<file path="config.mk">
export PLATFORM = sky130hd
export DESIGN_NAME = pmrs_supervisor
export DESIGN_NICKNAME = d
export VERILOG_FILES = /design/src/hdl/pmrs_pkg.sv /design/src/hdl/pmrs_sync.sv /design/src/hdl/pmrs_supervisor.sv
export VERILOG_INCLUDE_DIRS = /design/src /design/src/hdl
export SDC_FILE = /design/constraint.sdc
export NUM_CORES = 1
export LEC_CHECK = 0
export BUFFER_PORTS_ARGS = -buffer_cell sky130_fd_sc_hd__buf_2
export CELL_PAD_IN_SITES_DETAIL_PLACEMENT = 2
export CELL_PAD_IN_SITES_GLOBAL_PLACEMENT = 2
export CORE_MARGIN = 1.5
export CORE_UTILIZATION = 37
export DETAILED_ROUTE_END_ITERATION = 6
export PLACE_DENSITY_LB_ADDON = 0.15
export SYNTH_ARGS = -nofsm -noshare
export SYNTH_HDL_FRONTEND = slang
export SYNTH_SLANG_ARGS = --single-unit
export TNS_END_PERCENT = 100
</file>
<file path="constraint.sdc">
create_clock -name core_clk -period 7.05 [get_ports core_clk]
set_clock_uncertainty 0.2 [all_clocks]
set_input_delay 0.3525 -clock core_clk [delete_from_list [all_inputs] [get_ports core_clk]]
set_output_delay 0.3525 -clock core_clk [all_outputs]
set_load 0.01 [all_outputs]
</file>
<file path="src/hdl/pmrs_defs.svh">
// Offsets, field positions, reset values and timing counts of the supervisor
`ifndef PMRS_DEFS_SVH
`define PMRS_DEFS_SVH

`define PMRS_CLK_MHZ 100
`define PMRS_RST_MIN_NS 100
`define PMRS_RST_CYC ((`PMRS_RST_MIN_NS * `PMRS_CLK_MHZ + 999) / 1000)
`define PMRS_WAKE_NS 125000
`define PMRS_WAKE_CYC ((`PMRS_WAKE_NS * `PMRS_CLK_MHZ) / 1000)
`define PMRS_TW_DIV_LAST 7'h63

`define PMRS_OFF_MODE 8'h00
`define PMRS_OFF_ACT_TPL 8'h04
`define PMRS_OFF_ALT_TPL 8'h08
`define PMRS_OFF_RST_CTRL 8'h0c
`define PMRS_OFF_RST_CAUSE 8'h10
`define PMRS_OFF_WDT_CTRL 8'h14
`define PMRS_OFF_WDT_LOAD 8'h18
`define PMRS_OFF_LVI_CTRL 8'h1c
`define PMRS_OFF_LVI_STAT 8'h20
`define PMRS_OFF_TW_PERIOD 8'h24

`define PMRS_RSTC_SOFTWARE_RESET_REQUEST 0
`define PMRS_RSTC_SOFTWARE_RESET_REQUEST_DIS 1
`define PMRS_WDTC_EN 0
`define PMRS_WDTC_KICK 1
`define PMRS_LVIC_DCODE 3:0
`define PMRS_LVIC_ACODE 7:4
`define PMRS_LVIC_IRQ_EN 10:8
`define PMRS_LVIC_LVD_RST 11

`define PMRS_CAUSE_POR 0
`define PMRS_CAUSE_EXTERNAL_RESET_PIN 1
`define PMRS_CAUSE_SOFTWARE_RESET_REQUEST 2
`define PMRS_CAUSE_WDT 3
`define PMRS_CAUSE_LVD 4

`define PMRS_TRIP_BASE_MV 2450
`define PMRS_TRIP_STEP_MV 250
`define PMRS_ANALOG_HIGH_VOLTAGE_IRQ_TRIP_MV 5750
`define PMRS_TRIP_CODE_MAX 4'hc

`define PMRS_TPL_RST 8'hff
`define PMRS_WDT_LOAD_RST 24'h0f4240
`define PMRS_TW_PERIOD_RST 16'h0000

`endif

</file>
<file path="src/hdl/pmrs_pkg.sv">
// Types shared by the power mode and reset supervisor
`include "pmrs_defs.svh"
package pmrs_pkg;

    typedef enum logic [2:0] {
        PMRS_ACTIVE = 3'b000,
        PMRS_ALT = 3'b001,
        PMRS_SLEEP = 3'b010,
        PMRS_HIB = 3'b011,
        PMRS_WAKING = 3'b100
    } pmrs_mode_t;

    typedef struct packed {
        pmrs_mode_t mode;
        logic [7:0] act_tpl;
        logic [7:0] alt_tpl;
        logic software_reset_request_dis;
        logic [4:0] cause;
        logic wdt_en;
        logic [23:0] wdt_load;
        logic [23:0] wdt_cnt;
        logic [15:0] tw_period;
        logic [15:0] tw_cnt;
        logic [6:0] tw_div;
        logic [11:0] lvi_ctrl;
        logic [2:0] lvi_flag;
        logic [13:0] wake_cnt;
        logic [3:0] rst_cnt;
        logic por_done;
        logic [31:0] rdata;
    } pmrs_state_t;

    typedef struct packed {
        logic [4:0] meta;
        logic [4:0] sync;
    } pmrs_sync_state_t;

endpackage

</file>
<file path="src/hdl/pmrs_sync.sv">
// Two-stage synchroniser for the pin and comparator inputs
`timescale 1ns/1ps
`default_nettype none
module pmrs_sync (
    // Clock and reset
    input wire logic core_clk,
    input wire logic arst_n,
    // Asynchronous inputs and their synchronised copies
    input wire logic [4:0] async_in,
    output logic [4:0] sync_out
);
    import pmrs_pkg::*;

    pmrs_sync_state_t s;
    pmrs_sync_state_t next_s;

    // First stage feeds only the second stage
    always_comb begin
        next_s = s;
        next_s.meta = async_in;
        next_s.sync = s.meta;
    end

    // Reset value zero: the reset pin reads as asserted until it has crossed
    always_ff @(posedge core_clk or negedge arst_n) begin
        if (!arst_n) begin
            s <= '0;
        end else begin
            s <= next_s;
        end
    end

    assign sync_out = s.sync;
endmodule
`default_nettype wire

</file>
<file path="src/hdl/pmrs_supervisor.sv">
// Power mode sequencer and system reset supervisor
// How it works
// - Alternate active powers only the subsystems its own template enables
// - Sleep powers down processor, timewheel keeps running, wakes on timewheel or reset
// - Sleep wakeup waits a 125 us settle count before active
// - Hibernate keeps configuration, holds output pins and pin interrupt setup
// - Only the external reset pin ends hibernate
// - Every wakeup returns the global mode to active
// - Low external reset pin holds reset, handled like power-on reset
// - External reset pin works in sleep and hibernate
// - Power-on reset pulse lasts at least 100 ns, longer until supply stable
// - System reset reinitialises processor and all peripherals
// - Reset cause register names latest source, cleared by power-on reset
// - Low-voltage trips from 2.45 V in 250 mV steps, lowest is detect level
// - High-voltage trip is fixed at 5.75 V
// - Monitors can raise processor interrupts on out-of-range supply
// - Monitors off until power-on reset ends and in low-power modes
// - Lowest low-voltage interrupt may fire right after sleep wakeup
// - Software reset bit write acts as a power-on reset
// - Separate disable bit makes software reset writes ineffective
// - Watchdog not restarted before timeout causes system reset
// - Power-on reset clears watchdog enable, once set it stays locked
// - Watchdog counts only in active modes, never in sleep or hibernate
// - Every wakeup re-enables the processor whatever the template says
// - Global mode defaults to active after boot
//
// Design decisions made here: the placing of the registers and the address-and-strobe port.
`timescale 1ns/1ps
`default_nettype none
`include "pmrs_defs.svh"
module pmrs_supervisor #(
    parameter int unsigned WAKE_CYCLES = `PMRS_WAKE_CYC
) (
    // Clock and power-on reset
    input wire logic core_clk,
    input wire logic arst_n,
    // Register port
    input wire logic [7:0] reg_addr,
    input wire logic [31:0] reg_wdata,
    input wire logic reg_wr,
    input wire logic reg_rd,
    output logic [31:0] reg_rdata,
    // Pins and supply monitors
    input wire logic external_reset_pin_n,
    input wire logic digital_supply_ok,
    input wire logic digital_low_voltage_cmp,
    input wire logic analog_low_voltage_cmp,
    input wire logic analog_high_voltage_cmp,
    // Reset and power control
    output logic sys_rst_n,
    output logic initial_power_on_reset_en,
    output logic cpu_pwr_en,
    output logic [7:0] subsys_pwr_en,
    output logic io_hold,
    output logic timewheel_run,
    output pmrs_pkg::pmrs_mode_t power_mode,
    // Voltage monitor control and interrupts
    output logic mon_en,
    output logic [3:0] digital_low_voltage_irq_trip_code,
    output logic [3:0] analog_low_voltage_irq_trip_code,
    output logic digital_low_voltage_irq,
    output logic analog_low_voltage_irq,
    output logic analog_high_voltage_irq
);
    import pmrs_pkg::*;

    pmrs_state_t s;
    pmrs_state_t next_s;
    logic [4:0] syn;
    logic external_reset_pin_s;
    logic supply_ok_s;
    logic [2:0] cmp_s;
    logic tick;
    logic tw_hit;
    logic run_mode;
    logic mon_on;
    logic software_reset_request_fire;
    logic wdt_fire;
    logic lvd_fire;
    logic [4:0] rst_src;
    logic [2:0] flag_set;

    function automatic logic hit(input logic [7:0] a, input logic [7:0] off);
        hit = (a == off);
    endfunction

    pmrs_sync u_sync (
        .core_clk(core_clk),
        .arst_n(arst_n),
        .async_in({analog_high_voltage_cmp, analog_low_voltage_cmp,
                   digital_low_voltage_cmp, digital_supply_ok, external_reset_pin_n}),
        .sync_out(syn)
    );
    assign external_reset_pin_s = syn[0];
    assign supply_ok_s = syn[1];
    assign cmp_s = syn[4:2];

    always_comb begin
        next_s = s;
        next_s.rdata = 32'h0;
        run_mode = (s.mode == PMRS_ACTIVE) || (s.mode == PMRS_ALT);
        mon_on = s.por_done && run_mode;
        // Timewheel ticks every microsecond and keeps going in sleep
        tick = (s.tw_div == `PMRS_TW_DIV_LAST);
        next_s.tw_div = tick ? 7'h00 : s.tw_div + 7'h01;
        tw_hit = 1'b0;
        if (tick && s.mode != PMRS_HIB) begin
            if (s.tw_cnt >= s.tw_period) begin
                next_s.tw_cnt = 16'h0000;
                tw_hit = (s.tw_period != 16'h0000);
            end else begin
                next_s.tw_cnt = s.tw_cnt + 16'h0001;
            end
        end
        // Stretch of reset; power-on also waits for the stable supply
        if (s.rst_cnt != 4'h0) begin
            next_s.rst_cnt = s.rst_cnt - 4'h1;
        end
        if (!s.por_done && s.rst_cnt == 4'h0 && supply_ok_s) begin
            next_s.por_done = 1'b1;
        end
        // Pin low before power-on ends only stretches it, so the cause stays power-on
        if (!external_reset_pin_s && !s.por_done) begin
            next_s.rst_cnt = 4'(`PMRS_RST_CYC);
        end
        // Register reads, answered one cycle later
        if (reg_rd) begin
            case (1'b1)
                hit(reg_addr, `PMRS_OFF_MODE): next_s.rdata = {29'h0, s.mode};
                hit(reg_addr, `PMRS_OFF_ACT_TPL): next_s.rdata = {24'h0, s.act_tpl};
                hit(reg_addr, `PMRS_OFF_ALT_TPL): next_s.rdata = {24'h0, s.alt_tpl};
                hit(reg_addr, `PMRS_OFF_RST_CTRL): next_s.rdata = {30'h0, s.software_reset_request_dis, 1'b0};
                hit(reg_addr, `PMRS_OFF_RST_CAUSE): next_s.rdata = {27'h0, s.cause};
                hit(reg_addr, `PMRS_OFF_WDT_CTRL): next_s.rdata = {31'h0, s.wdt_en};
                hit(reg_addr, `PMRS_OFF_WDT_LOAD): next_s.rdata = {8'h0, s.wdt_load};
                hit(reg_addr, `PMRS_OFF_LVI_CTRL): next_s.rdata = {20'h0, s.lvi_ctrl};
                hit(reg_addr, `PMRS_OFF_LVI_STAT): next_s.rdata = {29'h0, s.lvi_flag};
                hit(reg_addr, `PMRS_OFF_TW_PERIOD): next_s.rdata = {16'h0, s.tw_period};
                default: next_s.rdata = 32'h0;
            endcase
        end
        // Register writes
        software_reset_request_fire = 1'b0;
        if (reg_wr) begin
            if (hit(reg_addr, `PMRS_OFF_MODE) && run_mode) begin
                case (reg_wdata[2:0])
                    3'h0: next_s.mode = PMRS_ACTIVE;
                    3'h1: next_s.mode = PMRS_ALT;
                    3'h2: next_s.mode = PMRS_SLEEP;
                    3'h3: next_s.mode = PMRS_HIB;
                    default: next_s.mode = s.mode;
                endcase
            end
            if (hit(reg_addr, `PMRS_OFF_ACT_TPL)) begin
                next_s.act_tpl = reg_wdata[7:0];
            end
            if (hit(reg_addr, `PMRS_OFF_ALT_TPL)) begin
                next_s.alt_tpl = reg_wdata[7:0];
            end
            if (hit(reg_addr, `PMRS_OFF_RST_CTRL)) begin
                next_s.software_reset_request_dis = reg_wdata[`PMRS_RSTC_SOFTWARE_RESET_REQUEST_DIS];
                // Disable is taken from the stored bit, so one write cannot lift and fire
                // Only the pin may end hibernate, so low-power modes ignore the trigger
                software_reset_request_fire = reg_wdata[`PMRS_RSTC_SOFTWARE_RESET_REQUEST] && !s.software_reset_request_dis && run_mode;
            end
            if (hit(reg_addr, `PMRS_OFF_WDT_CTRL)) begin
                if (reg_wdata[`PMRS_WDTC_EN] && !s.wdt_en) begin
                    next_s.wdt_en = 1'b1;
                    next_s.wdt_cnt = s.wdt_load;
                end
                if (reg_wdata[`PMRS_WDTC_KICK]) begin
                    next_s.wdt_cnt = s.wdt_load;
                end
            end
            if (hit(reg_addr, `PMRS_OFF_WDT_LOAD)) begin
                next_s.wdt_load = reg_wdata[23:0];
            end
            if (hit(reg_addr, `PMRS_OFF_LVI_CTRL)) begin
                next_s.lvi_ctrl = reg_wdata[11:0];
                // Codes above the top step saturate there
                if (reg_wdata[3:0] > `PMRS_TRIP_CODE_MAX) begin
                    next_s.lvi_ctrl[`PMRS_LVIC_DCODE] = `PMRS_TRIP_CODE_MAX;
                end
                if (reg_wdata[7:4] > `PMRS_TRIP_CODE_MAX) begin
                    next_s.lvi_ctrl[`PMRS_LVIC_ACODE] = `PMRS_TRIP_CODE_MAX;
                end
            end
            if (hit(reg_addr, `PMRS_OFF_TW_PERIOD)) begin
                next_s.tw_period = reg_wdata[15:0];
            end
        end
        // Sticky monitor flags, set wins over a clearing write
        flag_set = cmp_s & s.lvi_ctrl[`PMRS_LVIC_IRQ_EN] & {3{mon_on}};
        next_s.lvi_flag = s.lvi_flag | flag_set;
        if (reg_wr && hit(reg_addr, `PMRS_OFF_LVI_STAT)) begin
            next_s.lvi_flag = (s.lvi_flag & ~reg_wdata[2:0]) | flag_set;
        end
        // Watchdog stands still outside the active modes
        wdt_fire = 1'b0;
        if (s.wdt_en && run_mode && s.por_done) begin
            if (s.wdt_cnt == 24'h0) begin
                wdt_fire = 1'b1;
            end else if (!(reg_wr && hit(reg_addr, `PMRS_OFF_WDT_CTRL))) begin
                next_s.wdt_cnt = s.wdt_cnt - 24'h1;
            end
        end
        // Lowest trip setting doubles as the low-voltage detect reset
        lvd_fire = mon_on && s.lvi_ctrl[`PMRS_LVIC_LVD_RST] && cmp_s[0]
                   && (s.lvi_ctrl[`PMRS_LVIC_DCODE] == 4'h0);
        // Sleep wakeup with settle time
        if (s.mode == PMRS_SLEEP && tw_hit) begin
            next_s.mode = PMRS_WAKING;
            next_s.wake_cnt = 14'(WAKE_CYCLES - 1);
        end
        if (s.mode == PMRS_WAKING) begin
            if (s.wake_cnt == 14'h0) begin
                next_s.mode = PMRS_ACTIVE;
                next_s.act_tpl[0] = 1'b1;
            end else begin
                next_s.wake_cnt = s.wake_cnt - 14'h1;
            end
        end
        // Reset sources, only the latest one recorded
        rst_src = 5'h00;
        if (!external_reset_pin_s && s.por_done) begin
            rst_src[`PMRS_CAUSE_EXTERNAL_RESET_PIN] = 1'b1;
        end else if (s.por_done && wdt_fire) begin
            rst_src[`PMRS_CAUSE_WDT] = 1'b1;
        end else if (s.por_done && lvd_fire) begin
            rst_src[`PMRS_CAUSE_LVD] = 1'b1;
        end else if (s.por_done && software_reset_request_fire) begin
            rst_src[`PMRS_CAUSE_SOFTWARE_RESET_REQUEST] = 1'b1;
        end
        if (rst_src != 5'h00) begin
            // Same reinitialisation as power-on, but the watchdog lock and the timewheel count and divider survive
            next_s.mode = PMRS_ACTIVE;
            next_s.act_tpl = `PMRS_TPL_RST;
            next_s.alt_tpl = `PMRS_TPL_RST;
            next_s.software_reset_request_dis = 1'b0;
            next_s.wdt_load = `PMRS_WDT_LOAD_RST;
            next_s.wdt_cnt = `PMRS_WDT_LOAD_RST;
            next_s.tw_period = `PMRS_TW_PERIOD_RST;
            next_s.lvi_ctrl = 12'h000;
            next_s.lvi_flag = 3'h0;
            next_s.wake_cnt = 14'h0;
            next_s.rst_cnt = 4'(`PMRS_RST_CYC);
            next_s.cause = rst_src;
        end
    end

    always_ff @(posedge core_clk or negedge arst_n) begin
        if (!arst_n) begin
            s <= '0;
            s.mode <= PMRS_ACTIVE;
            s.act_tpl <= `PMRS_TPL_RST;
            s.alt_tpl <= `PMRS_TPL_RST;
            s.wdt_load <= `PMRS_WDT_LOAD_RST;
            s.wdt_cnt <= `PMRS_WDT_LOAD_RST;
            s.tw_period <= `PMRS_TW_PERIOD_RST;
            s.rst_cnt <= 4'(`PMRS_RST_CYC);
            s.cause <= 5'h01;
        end else begin
            s <= next_s;
        end
    end

    // Outputs
    assign reg_rdata = s.rdata;
    assign sys_rst_n = s.por_done && (s.rst_cnt == 4'h0);
    assign initial_power_on_reset_en = !s.por_done;
    assign power_mode = s.mode;
    assign cpu_pwr_en = (s.mode == PMRS_ACTIVE) ? s.act_tpl[0] :
                        (s.mode == PMRS_ALT) ? s.alt_tpl[0] : 1'b0;
    assign subsys_pwr_en = (s.mode == PMRS_ACTIVE) ? s.act_tpl :
                           (s.mode == PMRS_ALT) ? s.alt_tpl : 8'h00;
    assign io_hold = (s.mode == PMRS_HIB);
    assign timewheel_run = (s.mode != PMRS_HIB);
    assign mon_en = mon_on;
    assign digital_low_voltage_irq_trip_code = s.lvi_ctrl[`PMRS_LVIC_DCODE];
    assign analog_low_voltage_irq_trip_code = s.lvi_ctrl[`PMRS_LVIC_ACODE];
    assign digital_low_voltage_irq = s.lvi_flag[0];
    assign analog_low_voltage_irq = s.lvi_flag[1];
    assign analog_high_voltage_irq = s.lvi_flag[2];
endmodule
`default_nettype wire

</file>
# After elaboration in Yosys (flattened, before gate mapping)
# Index checks and enable logic that the tools add are counted.
# word_totals
register_bits	189
inputBits	49
out_inout_bits	60
elab_cells	168
# classes
add_sub_neg	5
order_cmp	3
n_eq_ne	18
mux	64
bitwise_logic	6
reduce_logical	52
# ops
op	n
$mux W24	14
$mux W64	2
$mux W16	5
$mux W14	3
$mux W33	1
$eq A8 B5 Y1 const B	4
$mux W32	1
$mux W8	4
$mux W25	1
$logic_not A24 Y1	1
$mux W12	2
$sub A24 B1 Y24 const B	1
$logic_and A1 B1 Y1	22
$mux W20	1
$mux W1	18
$mux W3	6
$add A16 B1 Y16 const B	1
$eq A8 B4 Y1 const B	2
$eq A8 B6 Y1 const B	2
$ge A16 B16 Y1	1
$mux W4	4
$reduce_bool A16 Y1	1
$logic_not A14 Y1	1
$reduce_bool A2 Y1	7
24 further kinds	43

# Longest topological paths before layout
# Gate-level depths: netlist (run 1).
# depth
ltp_word	13
depth_mapped	10
depth_no_buf	8

# Cells and area by module
# Synthesis (run 1) repeated with hierarchy kept, for this count alone.
# unflattened
hier_cells	1067
area_unflattened_um2	9623.0
# by_module_without_submodules
module	n_inst	cells_each	area_per_inst_um2	seq_area_each_um2
pmrs_supervisor	1	1057	9372.7	4320.4
pmrs_sync	1	10	250.2	250.2

# Worst setup path before layout (run 1)
# OpenSTA, ideal clock, no wires.
# synth_path
path_kind	register to register
from	register s[75] (netlist name)
to	register s[76] (netlist name)
setup_time_ns	0.121
arrival_time_ns	2.039
t_required_ns	6.729
slack_ns	4.690
stages_incl_launch_ff	9
synth_period_minus_slack_ns	2.360
path_cell_list	dfrtp_1 ha_1 nand2_1 o21ai_0 a41oi_1 o41ai_1 clkbuf_1 o21ai_0 a22o_1
# synth_via
elab_chain_len	2
elab_cells_between_ends	3
cone_classes	1 x add/sub; 1 x order compare; 1 x mux
# synth_lines
item	line	text
start, declared	pmrs_supervisor.sv:67	pmrs_state_t s;
start signal, assigned	pmrs_supervisor.sv:263	s <= next_s;
$add A16 B1 Y16 or $ge A16 B16 Y1 (tied branches)	pmrs_supervisor.sv:112, pmrs_supervisor.sv:108	
$mux W16 (*)	pmrs_supervisor.sv:108	if (s.tw_cnt >= s.tw_period) begin
# Mark *: on every way between the ends. The rest lies on a longest branch, timed or not.
# A chain may end at the register's enable or synchronous reset.

==> results of run 1 <==
[cell families after synthesis]
| kind of cell | count (synthesis) |
|---|---|
| buffers and inverters | 132 |
| xor gates and xnor gates | 19 |
| and+or+nand+nor | 455 |
| adders and majority gates | 22 |
| DFF | 181 |
| muxes | 26 |
| AOI/OAI and AO/OA | 231 |
| other | 1 |
[stage by stage]
step                cells  hold WS, ps  power, mW
global route         1469         11.6       2.52
global placement     1416          132       1.47
detailed placement   1416          137       1.48
floorplan            1074         -143       1.35
CTS                  1469         1.14       2.45
finish               1469         14.5       2.41
[per-layer routing]
metal  global-route usage (%)  routed length [um]
met1                     32.8               14200
met2                     42.7               16500
met3                     2.65                1040
met4                     4.95                 170
met5                        0                   0
[cells in the final DEF (no fill, tap or decap), types with 20 or more instances in the layout]
cell	instances
nand2_1	195
dfrtp_1	148
buf_2	91
a21oi_1	89
nor2_1	74
o21ai_0	45
inv_1	36
nand3_1	34
dfstp_2	33
nor3_1	24
ha_1	22
mux2i_1	21
dlygate4sd3_1	21
and2_1	20
[critical path: cells and delay by family (launching register included)]
family,cells,cell delay (ps)
AND/OR/NAND/NOR,4,1310
flip-flops,1,450
AO/OA/AOI/OAI,2,610
buffers and inverters,1,730
[layout make-up]
| class | instances | area (um2) | area share (%) |
|---|---|---|---|
| Tap cell | 335 | 419 | 3.83 |
| Multi-Input combinational cell | 761 | 4470 | 40.9 |
| Inverter | 36 | 135 | 1.24 |
| Sequential cell | 181 | 4570 | 41.8 |
| Clock buffer | 19 | 453 | 4.14 |
| Clock inverter | 13 | 120 | 1.10 |
| Timing Repair Buffer | 124 | 762 | 6.97 |
[flip-flops by register name, summed over array words and instances (netlist names)]
name	cells
s	133
reg_rdata	24
u_sync.next_s	5
u_sync.sync_out	5
analog_low_voltage_irq_trip_code	4
digital_low_voltage_irq_trip_code	4
power_mode	3
analog_high_voltage_irq	1
analog_low_voltage_irq	1
digital_low_voltage_irq	1
[repair_timing]
item,CTS,global route
resized for setup,0,0
hold buffers,21,0
endpoints found under the hold margin,79,0
[how the worst max path moves through the flow]
stage	cells after the start	start	to	slack (ps)
floorplan	8	s[75]	s[76]	4690
global placement	7	s[113]	s[48]	3590
detailed placement	7	s[113]	s[48]	3540
CTS	7	s[113]	s[48]	3530
global route	7	s[113]	s[48]	3270
finish	7	s[113]	s[48]	3590
[power by group]
group          internal, mW  switching, mW
combinational         0.102          0.241
sequential             1.08         0.0385
clock                 0.484          0.464
==> flow_summary.toml, run 1 <==
[cts]
cts_sinks = 181
clock_latency_ps = 440
post_cts_buffers = 0
clockBufferDepth = 2
clk_pin_slew_ps = 70
cts_root_buf = "clkbuf_16"
cts-htree-levels = 4
cts_made_buffers = 17
cts_tree = "built"

[placement]
dpl-instance-area_mm2 = 0.0101
preCtsSetupSlack_ps = 3540
portBuffers = 92
gp_congestion = 0.787
dpl.hpwl_mm = 22.0

[finish]
final_core_util_pct = 42.2
drive_above_1_share_pct = 18.3
antenna_cells = 0
fin_nets = 1192
area_growth_pct = 12.5
nFillCells = 2816
fin_area_mm2 = 0.0109

[setup_path]
r2r_cells = 7
required_ps = 7150
timing.rr.end = "s[48]"
path_max_fanout = 79
worst_setup_path_start_kind = "flop"
crit_type = "reg -> reg"
slowest_delay_ps = 730
reg2reg_slack_ps = 3590
setup.worst_path.end_class = "flop"
cp_slowest_cell = "buf_4"
crit_arrival_ps = 3560
cp_cell_sequence = "nor3_1 > nand4_2 > o32ai_1 > or2_2 > buf_4 > or3_1 > o21ai_0"
r2r_start = "s[113]"

[drt]
drc = 0
via_per_inst = 5.57
wl_per_cell_um = 21.8
ant_nets = 0
vias = 8176
wirelength_mm = 32.0
drt-initial-drc-count = 475
firstDrtPassIters = 4

[synthesis]
synthAdderAreaFrac_pct = 2.83
syn_avg_cell_area_um2 = 9.11
ys_warn_count = 0
synthTopCellsByCount = "nand2_1 (195), dfrtp_1 (148), a21oi_1 (89)"
synth_top_family_by_area = "simple AND/OR/NAND/NOR gates"
synthTopCellsByArea = "dfrtp_1 (38%), dfstp_2 (8.9%), nand2_1 (7.5%)"
synth.distinct_cells = 74
yosysTopAreaCell = "dfrtp_1"
synth_most_common_cell = "nand2_1"
synth_area_mm2 = 0.00972
ys_seq_elements = 181
synthXorXnorAreaFrac_pct = 1.71
yosys.area.top_type_share_pct = 38.1
synth-async-reset-ratio_pct = 100
synthMuxAreaShare_pct = 2.74
synth-simple-area-share_pct = 23.4
ys_seq_area_share_pct = 47.0
syn_inst = 1067
synth-compound-area-share_pct = 14.9
synth_edf_count = 0
synth_ff_type = "dfrtp_1"

[power]
p_leak_nw = 4.75
ir_drop_mv = 0.167
power_density_mw_per_mm2 = 221

[min_path]
whs_path_depth = 3
hold_path.class = "in -> reg"
min_from = "reg_wdata[8]"
holdPathEnd = "s[62]"

[global_routing]
grt_max_degree = 80
grt_overflow = 0
grtUsageTotal_pct = 24.5
grt_pass1_wl_mm = 50.8
antenna_found_initial = 0
grt_pass1_vias = 8864

[sta]
period_share_pct = 49.1
fin_ws_ps = 3590
drv_slew = 0
setup_tns_ps = 0
relSlewSlack_pct = 20.3
setup_viol = 0
finalHoldViolCount = 0
rsz0062_at_grt = "false"
finalCriticalPeriod_ps = 3460
timing.fmax_mhz = 289
tightestPinTransition_ps = 1200

[floorplan]
start_util_pct = 37.5
die_h_um = 165
pin_count = 109
dieArea_mm2 = 0.0272
die_w_um = 165
row_count = 59
core-area_mm2 = 0.0259

[flow_run]
drv_cap = 0

[status]
status = "finished, final reports clean"
Power figures use the tool's default switching activity.
==> run 2: changes to the inputs <==
Settings changed: ABC_AREA set to 1, CORE_UTILIZATION 37 to 35.
Clock period 7.05 ns to 3.51 ns, I/O delays scaled along.
==> flow_summary.toml, run 2 <==
[sta]
finalHoldViolCount = 0
setup_tns_ps = 0
setup_viol = 0
finalCriticalPeriod_ps = 3130
tightestPinTransition_ps = 1080
fin_ws_ps = 380
rsz0062_at_grt = "false"
timing.fmax_mhz = 320
relSlewSlack_pct = 28.2
period_share_pct = 89.2
drv_slew = 0

[power]
comb_power_share_pct = 23.3
switching_power_mw = 2.14
clkPwrFrac_pct = 34.1
p_int_mw = 3.71
ir_drop_mv = 0.300
power_frac_seq_pct = 42.6
p_leak_nw = 6.01
sw_frac_of_total_pct = 36.6
power_density_mw_per_mm2 = 492

[drt]
firstDrtPassIters = 4
wl_per_cell_um = 20.0
via_per_inst = 5.19
wirelength_mm = 37.0
ant_nets = 0
drc = 0
vias = 9600
drt-initial-drc-count = 381

[floorplan]
pin_count = 109
start_util_pct = 35.9
die_h_um = 175
die_w_um = 175
core-area_mm2 = 0.0290
dieArea_mm2 = 0.0308
row_count = 62

[finish]
top_register = "s"
drive_above_1_share_pct = 15.8
final_cell_mix = "nand2_1 (414), dfrtp_1 (148), inv_1 (142)"
antenna_cells = 0
mostFrequentLayoutCell = "nand2_1"
nFillCells = 3411
fin_area_mm2 = 0.0119
fin_nets = 1523
layout.area.seq_mm2 = 0.00457
multi_input_area_mm2 = 0.00470
largest_reg_flops = 133
area_growth_pct = 14.1

[setup_path]
worst_setup_path_start_kind = "flop"
cp_slowest_cell = "inv_2"
crit_type = "reg -> reg"
required_ps = 3690
setup.worst_path.end_class = "flop"
path_max_fanout = 49
crit_arrival_ps = 3310
cp_cell_sequence = "nor2_4 > nand2_4 > inv_2 > nand4_1 > nand4_4 > inv_2 > nand4_1 > dlygate4sd3_1 > nand2_1"
slowest_delay_ps = 800

[global_routing]
grt_max_degree = 79
grt_pass1_wl_mm = 59.5
grt_pass1_vias = 10700
grt_overflow = 0
antenna_found_initial = 0
grtUsageTotal_pct = 25.1

[placement]
gp_congestion = 0.788
preCtsSetupSlack_ps = 832
dpl-instance-area_mm2 = 0.0109
portBuffers = 92
dpl.hpwl_mm = 26.7

[cts]
clk_pin_slew_ps = 80
cts_root_buf = "clkbuf_16"
post_cts_buffers = 0
cts_tree = "built"
clockBufferDepth = 2
cts_made_buffers = 17
ctsResizeCount = 0
cts_sinks = 181
cts-htree-levels = 4
clock_latency_ps = 450

[min_path]
hold_path.class = "in -> reg"

[synthesis]
yosysTopAreaCell = "dfrtp_1"
synth_ff_type = "dfrtp_1"
synth_most_common_cell = "nand2_1"
synth.distinct_cells = 39
synthTopCellsByCount = "nand2_1 (414), dfrtp_1 (148), inv_1 (142)"
syn_inst = 1369
ys_warn_count = 0
yosys.area.top_type_share_pct = 35.6
syn_avg_cell_area_um2 = 7.60
synth_edf_count = 0
synthTopCellsByArea = "dfrtp_1 (36%), nand2_1 (15%), dfstp_2 (8.3%)"
synth-async-reset-ratio_pct = 100
ys_seq_elements = 181
ys_seq_area_share_pct = 43.9
synth_area_mm2 = 0.0104

[status]
status = "finished, final reports clean"

[flow_run]
drv_cap = 0
==> run 2: cell types whose count changed in the layout (fill, tap and decap cells not counted), sizes merged, moves of 13 or more <==
| cell | delta |
|---|---|
| nand2 | +225 |
| inv | +119 |
| nor2 | +69 |
| nand3 | +53 |
| a21oi | -27 |
| and2 | -20 |
| mux2i | -20 |
| xor2 | +19 |
| nor4 | -17 |
| o211ai | +17 |
| nand4 | +15 |
| dlygate4sd3 | +13 |
==> run 2: worst paths after layout <==
path / from / to / slack (ps) / depth (start not counted)
worst max-delay path: power_mode[1] / digital_low_voltage_irq_trip_code[0] / 380 / 9
worst min-delay path: reg_wr / s[175] / 20 / 3
worst max register to register: power_mode[1] / digital_low_voltage_irq_trip_code[0] / 380 / 9
worst min register to register: u_sync.next_s[4] / u_sync.sync_out[4] / 150 / 0
max in group asynchronous: arst_n / s[80] / 2080 / 3
min in group asynchronous: arst_n / reg_rdata[13] / 100 / 2
==> run 2: cells by family after synthesis <==
group | after synthesis | synth area share, %
muxes | 1 | 0.0962
buffers and inverters | 237 | 11.2
adders and majority gates | 22 | 2.65
other | 1 | 0.0360
DFF | 181 | 43.9
xor gates and xnor gates | 29 | 2.44
AOI/OAI and AO/OA | 176 | 9.46
and+or+nand+nor | 722 | 30.2
==> run 2: worst max-delay path: cells and delay by family, from the launching register on <==
kind          cells  cell delay [ps]
flops             1              500
buf+inv           3             1500
simple gates      6              830
==> run 2: cell type report <==
class	instances	area share, %
multi-input combinational	958	39.6
sequential	181	38.5
timing repair buffer	141	7.97
inverter	153	4.84
tap	384	4.05
clock buffer	17	3.58
clock inverter	15	1.51
==> run 2: stage by stage <==
step | std cells | utilization [%] | total power [mW] | hold slack, ps
2_1_floorplan | 1376 | - | 3.43 | -320
3_3_place_gp | 1783 | 37.7 | 3.80 | 36.1
3_5_place_dp | 1783 | 37.7 | 3.86 | 30.6
4_1_cts | 1849 | 40.9 | 5.92 | 18.6
5_1_grt | 1849 | 40.9 | 6.18 | 48.7
6_report | 1849 | 40.9 | 5.85 | 24.9
==> run 2: routing by layer <==
metal | vias up | part of all wire, % | global-route usage, %
li1 | 4498 | - | -
met1 | 4929 | 46 | 32.8
met2 | 136 | 50 | 43.8
met3 | 37 | 2.0 | 2.79
met4 | 0 | 2.0 | 6.98
met5 | - | 0 | 0
==> run 2: repair_timing <==
action / in CTS / in global routing
hold buffers: 34 / 0
endpoints found under the hold margin: 141 / 0
endpoints found under the setup margin: 0 / 0
==> run 2: power groups by stage <==
| stage | Clock, mW | Combinational [mW] | Sequential, mW |
|---|---|---|---|
| after floorplan | 0 | 0.961 | 2.47 |
| after global placement | 0 | 1.28 | 2.52 |
| after detailed placement | 0 | 1.34 | 2.53 |
| after CTS | 2.05 | 1.38 | 2.49 |
| after global routing | 2.13 | 1.54 | 2.52 |
| final | 2.00 | 1.36 | 2.49 |
==> run 3: changes to the inputs <==
Settings changed: REMOVE_ABC_BUFFERS set to 1.
==> flow_summary.toml, run 3 (synthesis results as in run 2) <==
[global_routing]
grt_pass1_wl_mm = 60.8
antenna_found_initial = 0
grtUsageTotal_pct = 25.7
grt_pass1_vias = 10800
grt_overflow = 0
grt_max_degree = 90

[drt]
firstDrtPassIters = 5
ant_nets = 0
drc = 0
drt-initial-drc-count = 437
wl_per_cell_um = 20.4
vias = 9651
wirelength_mm = 37.9
via_per_inst = 5.20

[sta]
hold-worst-slack_ps = 61.5
setup_viol = 0
relSlewSlack_pct = 46.3
fin_ws_ps = 418
drv_slew = 0
finalHoldViolCount = 0
setup_tns_ps = 0
tightestPinTransition_ps = 805
finalCriticalPeriod_ps = 3090
timing.fmax_mhz = 323
rsz0062_at_grt = "false"
period_share_pct = 88.1

[setup_path]
crit_arrival_ps = 3240
path_max_fanout = 37
timing.rr.end = "digital_low_voltage_irq_trip_code[0]"
crit_type = "reg -> reg"
worst_setup_path_start_kind = "flop"
r2r_cells = 10
r2r_start = "power_mode[1]"
required_ps = 3660
setup.worst_path.end_class = "flop"
startpoint = "power_mode[1]"
reg2reg_slack_ps = 420

[placement]
dpl-instance-area_mm2 = 0.0110
portBuffers = 92
preCtsSetupSlack_ps = 811
gp_congestion = 0.820
dpl.hpwl_mm = 27.1

[cts]
ctsHoldBuffers = 33
cts_made_buffers = 17
post_cts_buffers = 0
ctsResizeCount = 0
clockBufferDepth = 2
cts-htree-levels = 4
clk_pin_slew_ps = 80
cts_sinks = 181
cts_tree = "built"
clock_latency_ps = 460
cts_root_buf = "clkbuf_16"

[finish]
fin_area_mm2 = 0.0119
fin_nets = 1531
top_register = "s"
final_cell_mix = "nand2_1 (414), dfrtp_1 (148), inv_1 (142)"
mostFrequentLayoutCell = "nand2_1"
antenna_cells = 0
largest_reg_flops = 133
area_growth_pct = 14.7
drive_above_1_share_pct = 16.3

[min_path]
hold_path.class = "in -> reg"
holdPathEnd = "s[153]"
min_from = "reg_addr[4]"
whs_path_depth = 6

[floorplan]
die_h_um = 175
row_count = 62
pin_count = 109
die_w_um = 175
start_util_pct = 35.9
core-area_mm2 = 0.0290
dieArea_mm2 = 0.0308

[flow_run]
drv_cap = 0

[power]
power_density_mw_per_mm2 = 495
p_leak_nw = 6.05
ir_drop_mv = 0.334

[status]
status = "finished, final reports clean"
run 3: changes by cell type in the layout (fill, tap and decap cells not counted), sizes merged, moves of 2 or more:
cell      previous run  this run
buf                106       115
clkinv               8         2
clkbuf              18        20
clkinvlp             0         2
run 3: worst max-delay path, cell delays in order (launching register included):
cell           delay, ps
dfrtp_1              480
nor2_4               300
nand2_4              120
inv_2                130
nand4_1              250
nand4_4              370
inv_2                170
buf_12               230
nand4_1               90
dlygate4sd3_1        540
nand2_1               50
run 3: routing by layer:
metal	up-vias	global-route usage, %	part of all wire [%]
met1	4968	32.1	44
met5	-	0	0
met4	0	7.51	1.8
met2	131	45.9	52
met3	43	3.61	2.5
li1	4509	-	-
run 3: worst max-delay path by stage:
stage / cells after the start / to
6_report: 10 / digital_low_voltage_irq_trip_code[0]
5_1_grt: 10 / digital_low_voltage_irq_trip_code[0]
4_1_cts: 10 / digital_low_voltage_irq_trip_code[0]
3_5_place_dp: 9 / s[132]
3_3_place_gp: 9 / s[95]
2_1_floorplan: 8 / s[116]
run 3: stage by stage:
step	utilization [%]	cells	power (mW)
global route	41.1	1857	6.23
global placement	37.9	1792	3.81
CTS	41.1	1857	5.98
detailed placement	37.9	1792	3.89
floorplan	-	1292	3.32
finish	41.1	1857	5.91
run 3: report_power, final:
group          internal [mW]  switching (mW)  total, mW
Sequential              2.32           0.162       2.48
Clock                   1.09           0.949       2.03
Combinational          0.432           0.957       1.39
Total                   3.84            2.07       5.91
run 3: cell type report:
type | instances | area, um2
Fill cell | 3431 | 17100
Clock buffer | 19 | 475
Sequential cell | 181 | 4570
Timing Repair Buffer | 149 | 1000
Tap cell | 384 | 480
Multi-Input combinational cell | 958 | 4700
Clock inverter | 13 | 131
Inverter | 153 | 574
